==> config.mk <==
export PLATFORM = sky130hd
export DESIGN_NAME = vrts_ctrl
export DESIGN_NICKNAME = d
export VERILOG_FILES = /design/src/rtl/vrts_pkg.sv /design/src/rtl/vrts_ctrl.sv
export VERILOG_INCLUDE_DIRS = /design/src /design/src/rtl
export SDC_FILE = /design/constraint.sdc
export NUM_CORES = 1
export LEC_CHECK = 0
export ABC_AREA = 1
export BUFFER_PORTS_ARGS = -buffer_cell sky130_fd_sc_hd__clkbuf_2
export CORE_MARGIN = 3
export CORE_UTILIZATION = 38
export CTS_BUF_LIST = sky130_fd_sc_hd__clkbuf_4 sky130_fd_sc_hd__clkbuf_8
export DETAILED_ROUTE_END_ITERATION = 10
export PLACE_DENSITY = 0.77
export SYNTH_ARGS = -nofsm -noshare
export SYNTH_HDL_FRONTEND = slang
export SYNTH_SLANG_ARGS = --single-unit
==> constraint.sdc <==
create_clock -name pclk -period 1.7 [get_ports pclk]
set_input_delay 0.17 -clock pclk [delete_from_list [all_inputs] [get_ports pclk]]
set_output_delay 0.17 -clock pclk [all_outputs]
set_load 0.01 [all_outputs]
==> src/rtl/vrts_defines.svh <==
/*
 * offsets, field positions, reset values and timing counts for the
 * reference and temperature control register.
 * assumes: included by bare name from rtl files.
 */
`ifndef VRTS_DEFINES_SVH
`define VRTS_DEFINES_SVH

`define VRTS_CTRL_ADDR 12'hF5C
`define VRTS_CTRL_INDEX 12'h3D7
`define VRTS_EN_BIT 7
`define VRTS_RDY_BIT 6
`define VRTS_SENSOR_ENABLE_BIT 5
`define VRTS_SENSOR_RANGE_SELECT_BIT 4
`define VRTS_BUF2_HI 3
`define VRTS_BUF2_LO 2
`define VRTS_BUF1_HI 1
`define VRTS_BUF1_LO 0
`define VRTS_CTRL_RESET 8'h00
`define VRTS_SETTLE_NS 1000
`define VRTS_CLK_PERIOD_NS 8
`define VRTS_SETTLE_CYCLES \
	((`VRTS_SETTLE_NS + `VRTS_CLK_PERIOD_NS - 1) / `VRTS_CLK_PERIOD_NS)

`endif

==> src/rtl/vrts_pkg.sv <==
/*
 * types for the reference and temperature control block.
 * assumes: nothing beyond a SystemVerilog compiler.
 */
package vrts_pkg;

	typedef enum logic [1:0] {
		VRTS_BUF_OFF,
		VRTS_BUF_X1,
		VRTS_BUF_X2,
		VRTS_BUF_X4
	} vrts_gain_t;

	typedef enum logic [1:0] {
		VRTS_ST_OFF,
		VRTS_ST_SETTLE,
		VRTS_ST_READY
	} vrts_state_t;

endpackage : vrts_pkg

==> src/rtl/vrts_ctrl.sv <==
/*
 * control register of the fixed reference and temperature sensor,
 * reached as an apb slave, with the settling timer behind the ready flag.
 * assumes: apb master on pclk; analog side takes the decoded controls.
 */
// Register access over APB was left to the implementer.
// What this block does
// - bit 7 enables fixed reference, resets 0
// - bit 6 read-only ready flag
// - ready set only after settling time
// - bit 5 enables temperature sensor
// - bit 4 selects sensor high/low range
// - bits 3:2 second buffer gain, reset off
// - bits 1:0 first buffer gain, reset off
// - second buffer feeds dac, comparators, channel
// - first buffer feeds converter reference, channel
// - one register holds all controls
`include "vrts_defines.svh"

module vrts_ctrl (
	input wire logic pclk,
	input wire logic presetn,
	input wire logic psel,
	input wire logic penable,
	input wire logic pwrite,
	input wire logic [11:0] paddr,
	input wire logic [31:0] pwdata,
	input wire logic [3:0] pstrb,
	output logic [31:0] prdata,
	output logic pready,
	output logic pslverr,
	output logic reference_enable,
	output logic reference_ready,
	output logic sensor_enable,
	output logic sensor_range_select,
	output logic [1:0] second_buffer_gain,
	output logic [1:0] first_buffer_gain,
	output logic [1:0] dac_cmp_reference_gain,
	output logic [1:0] converter_channel2_gain,
	output logic [1:0] converter_reference_gain,
	output logic [1:0] converter_channel1_gain
);

	localparam int SETTLE_CYCLES = `VRTS_SETTLE_CYCLES;
	localparam logic [15:0] SETTLE_LAST = 16'(SETTLE_CYCLES - 1);

	logic [7:0] ctrl_q;
	logic [15:0] settle_cnt_q;
	logic [31:0] prdata_q;
	vrts_pkg::vrts_state_t state_q;
	logic hit;
	logic wr_en;
	logic rd_en;

	// single word, one cycle access phase
	assign hit = (paddr[11:2] == `VRTS_CTRL_ADDR >> 2);
	assign wr_en = psel && penable && pwrite && hit && pstrb[0];
	assign rd_en = psel && !penable && !pwrite;
	assign pready = 1'b1;
	assign pslverr = psel && penable && !hit;
	assign prdata = prdata_q;

	always_ff @(posedge pclk or negedge presetn) begin
		if (!presetn) begin
			ctrl_q <= `VRTS_CTRL_RESET;
		end else if (wr_en) begin
			// ready position is never stored from the bus
			ctrl_q <= pwdata[7:0] & ~(8'h01 << `VRTS_RDY_BIT);
		end
	end

	// read data captured in setup so it is stable through access
	always_ff @(posedge pclk or negedge presetn) begin
		if (!presetn) begin
			prdata_q <= 32'h0000_0000;
		end else if (rd_en) begin
			prdata_q <= 32'h0000_0000;
			if (hit) begin
				prdata_q[7:0] <= ctrl_q;
				prdata_q[`VRTS_RDY_BIT] <= reference_ready;
			end
		end
	end

	// settling: fixed cycle count stands in for analog settling
	always_ff @(posedge pclk or negedge presetn) begin
		if (!presetn) begin
			state_q <= vrts_pkg::VRTS_ST_OFF;
			settle_cnt_q <= 16'h0000;
		end else begin
			case (state_q)
				vrts_pkg::VRTS_ST_OFF: begin
					settle_cnt_q <= 16'h0000;
					if (ctrl_q[`VRTS_EN_BIT]) begin
						state_q <= vrts_pkg::VRTS_ST_SETTLE;
					end
				end
				vrts_pkg::VRTS_ST_SETTLE: begin
					if (!ctrl_q[`VRTS_EN_BIT]) begin
						state_q <= vrts_pkg::VRTS_ST_OFF;
					end else if (settle_cnt_q == SETTLE_LAST) begin
						state_q <= vrts_pkg::VRTS_ST_READY;
					end else begin
						settle_cnt_q <= settle_cnt_q + 16'h0001;
					end
				end
				vrts_pkg::VRTS_ST_READY: begin
					if (!ctrl_q[`VRTS_EN_BIT]) begin
						state_q <= vrts_pkg::VRTS_ST_OFF;
					end
				end
				default: state_q <= vrts_pkg::VRTS_ST_OFF;
			endcase
		end
	end

	// gated by enable too, so a disable write drops ready the same edge
	assign reference_ready = (state_q == vrts_pkg::VRTS_ST_READY)
		&& ctrl_q[`VRTS_EN_BIT];
	assign reference_enable = ctrl_q[`VRTS_EN_BIT];
	assign sensor_enable = ctrl_q[`VRTS_SENSOR_ENABLE_BIT];
	assign sensor_range_select = ctrl_q[`VRTS_SENSOR_RANGE_SELECT_BIT];
	assign second_buffer_gain =
		ctrl_q[`VRTS_BUF2_HI:`VRTS_BUF2_LO];
	assign first_buffer_gain =
		ctrl_q[`VRTS_BUF1_HI:`VRTS_BUF1_LO];
	// second buffer never reaches the converter reference
	assign dac_cmp_reference_gain = second_buffer_gain;
	assign converter_channel2_gain = second_buffer_gain;
	assign converter_reference_gain = first_buffer_gain;
	assign converter_channel1_gain = first_buffer_gain;

endmodule : vrts_ctrl

==> summary.md <==
| Metric | Value |
|---|---|
| Area fraction of the dominant cell type after synthesis | 36.9% |
| Avg Cell Area, Syn | 7.39 um^2 |
| Area grow syn2layout | 13.5% |
| GRT overflow | 0 |
| Endpoints failing hold | 0 |
| Clk sink count | 33 |
| Ys flop type | dfrtp_1 |
| Hold wc startpoint | pwdata[5] |
| Area of the core | approximately 5600 um^2 |
| Starting density of the core | 39.9% |
| Crit path arrival time | 1.79 ns |
| Post-Synth Adder-Cell Area | 1.12% |
| Final setup fails | 0 |
| First-pass GRT wire length | 7900 um |
| Yosys Warn Count | 0 |
| Routed Antenna Nets | 0 |
| Drt first pass iters | 4 |
| N_diodes | 0 |
| Leak | around 1.3 nW |
| FFs w/ async S/R, synth | between 90% and 100% |
| Nets | around 400 |
| Max cap viols | 0 |
| WHS Path Cells | 3 |
| Worst EP required | 1.92 ns |
| Clock-pin slew on the worst setup and hold paths | around 0.07 ns |
| Fin. max-slew vios | 0 |
| Wire per inst | 10.7 um |
| Largest family of logic cells by synthesized area | simple AND/OR/NAND/NOR gates |
| Root Buffer | clkbuf_8 |
| Max IR drop VDD | 0.365 mV |
| RSZ-0062 raised after global routing | no |
| CTS tree | yes |
| Layout cell share with drive strength beyond 1 | 24.4% |
| Die area | 6850 um^2 |
| Final Skew | 0.00976 ns |
| Detailed Place HPWL | 3430 um |
| H-tree level count | 2 |
| Vias in the first global route | 1808 |
| Clk buf depth | 2 |
| Pwr dens | 588 nW/um^2 |
| GRT Total Usage | 14.9% |
| Sequential fraction of the synthesis area | 36.9% |
| Number of synthesized flops with an enable pin | 0 |
| Die height | 82.8 um |
| Peak fanout along the critical path | 14 |
| Hold path endpoint | ctrl_q[5]$_DFFE_PN0P_ |
| Vias per std cell | 4.59 |
| Drt drc | 0 |
| Xor and xnor area share after synthesis | 1.57% |
| Reg2Reg Capture Point | settle_cnt_q[2]$_DFFE_PN0P_ |
| Final wirelength | between 4000 and 5000 um |
| Cells after synthesis | 303 |
| Netlist Area Pre-Place | 2240 um^2 |
| Initial DRC count | 144 |
| CP Launch Type | register |
| TNS Setup | 0 ns |
| Chip width | between 80 and 90 um |
| Compound-gate portion of the synthesized area | under 10% |
| RR Startpoint | settle_cnt_q[0]$_DFFE_PN0P_ |
| R2r worst-path depth | 9 |
| Worst hold path class | in2reg |
| Status | complete, no violations |
| Post-synth top area cell | dfrtp_1 |
| Final min period | 1.58 ns |
| WS Path Type | reg2reg |
| Achievable Freq | 634 MHz |
| Num CTS Buffers | 5 |
| Flop2flop setup slack | 0.12 ns |
| FP Rows | 27 |
| Io pins | approximately 100 |
| Vias after detailed routing | just under 2k |
| Largest net degree at the start of global routing | 34 |
| GPL Wtd Cong | 0.894 |
| Fin util | 45.3% |
| Critical Path End Type | register |
| Simple-gate share of the synthesized area | 31.4% |
| Largest cells by area after synthesis | dfrtp_1, nand2_1, buf_4 |
| Multiplexer area fraction after synthesis | 0% |
| Number of I/O port buffers | between 40 and 50 |
| Flops & latches, synth | 33 |
| Initial antenna violation count | 0 |
| Worst skew pair latency | ~0.29 ns |
| Tcrit/Tclk final | 92.8% |
| Yosys cell types | 26 |
-- timing repair --
action | in CTS | in global routing
setup endpoints to repair | 0 | 11
hold buffers | 1 | 0
hold endpoints to repair | 33 | 0
gates resized for setup | 0 | 3
setup buffers | 0 | 5
-- metal layers --
metal / vias to the layer above / global-route usage, % / part of all wire (%)
met5: - / 0 / 0
met4: 0 / 4.90 / 1.6
met3: 8 / 4.34 / 8.5
met2: 73 / 25.4 / 48
met1: 877 / 17.9 / 42
li1: 987 / - / -
-- cells in the mapped netlist (3+ instances only) --
library cell and number:
inv_1 40, buf_4 34, o21ai_0 9, nor2_1 32, nand3_1 29, nor3_1 3
o21ai_2 12, dfrtp_1 33, o21ai_1 5, nand2_1 75, nand4_1 8, xor2_1 3
-- report_power, final --
| part | internal, mW | total [mW] | switching [mW] |
|---|---|---|---|
| combinational | 0.0301 | 0.0971 | 0.0670 |
| sequential | 0.786 | 0.787 | 0.000787 |
| clock | 0.320 | 0.611 | 0.291 |
| total | 1.14 | 1.50 | 0.359 |
-- sequential cells by signal, indices dropped and copies added (netlist names) --
name	flops
ctrl_q	7
state_q	2
prdata	8
settle_cnt_q	16
-- worst max-delay path: stages, from the launching register on --
cell,delay (ns)
dfrtp_2,0.44
inv_1,0.11
ha_1,0.19
nand3_1,0.10
nor2_2,0.14
nand3_2,0.09
nand3_4,0.15
buf_12,0.16
nand2_1,0.05
o21ai_1,0.08
-- worst max path at each step --
stage	startpoint	endpoint	cells past startpoint
after floorplan	settle_cnt_q[0]$_DFFE_PN0P_	settle_cnt_q[3]$_DFFE_PN0P_	9
after global placement	settle_cnt_q[0]$_DFFE_PN0P_	settle_cnt_q[9]$_DFFE_PN0P_	9
after detailed placement	settle_cnt_q[0]$_DFFE_PN0P_	settle_cnt_q[2]$_DFFE_PN0P_	9
after CTS	settle_cnt_q[0]$_DFFE_PN0P_	settle_cnt_q[2]$_DFFE_PN0P_	9
after global routing	settle_cnt_q[0]$_DFFE_PN0P_	settle_cnt_q[5]$_DFFE_PN0P_	9
final	settle_cnt_q[0]$_DFFE_PN0P_	settle_cnt_q[2]$_DFFE_PN0P_	9
-- cell type report --
class                   count  area [um^2]
clock buffers               6         82.6
well taps                  72         90.1
multi-input cells         214         1050
repair buffers             58          333
flip-flops and latches     33          827
inverters                  40          150
clock inverters             1         7.51
fillers                   590         3070
-- through the flow --
step | hold WS, ns | instance area, um^2 | setup slack, ns | instances | power [mW]
floorplan | -0.126 | 2320 | 0.326 | 326 | 0.890
global placement | 0.225 | 2400 | 0.141 | 411 | 0.895
detailed placement | 0.233 | 2400 | 0.0723 | 411 | 0.897
CTS | 0.0910 | 2500 | 0.0614 | 419 | 1.52
global route | 0.103 | 2540 | 0.00301 | 424 | 1.56
finish | 0.102 | 2540 | 0.123 | 424 | 1.50
-- logic make-up (layout without fill, tap and decap cells) --
group,after synthesis,in the layout
AND/OR/NAND/NOR,155,155
buffers and inverters,79,105
flip-flops,33,33
AO/OA/AOI/OAI,28,28
XOR/XNOR,4,4
adder cells (fa/ha/maj),2,2
other,2,25
-- cell usage in the layout (no fill, tap or decap), types with 5 or more instances in the layout --
| cell | instances |
|---|---|
| dfrtp_1 | 32 |
| nand4_1 | 8 |
| conb_1 | 25 |
| o21ai_2 | 12 |
| clkbuf_8 | 6 |
| inv_1 | 40 |
| nor2_1 | 31 |
| nand2_1 | 75 |
| buf_4 | 9 |
| clkbuf_2 | 47 |
| o21ai_0 | 9 |
| nand3_1 | 29 |
| o21ai_1 | 5 |
Power figures use the tool's default switching activity.
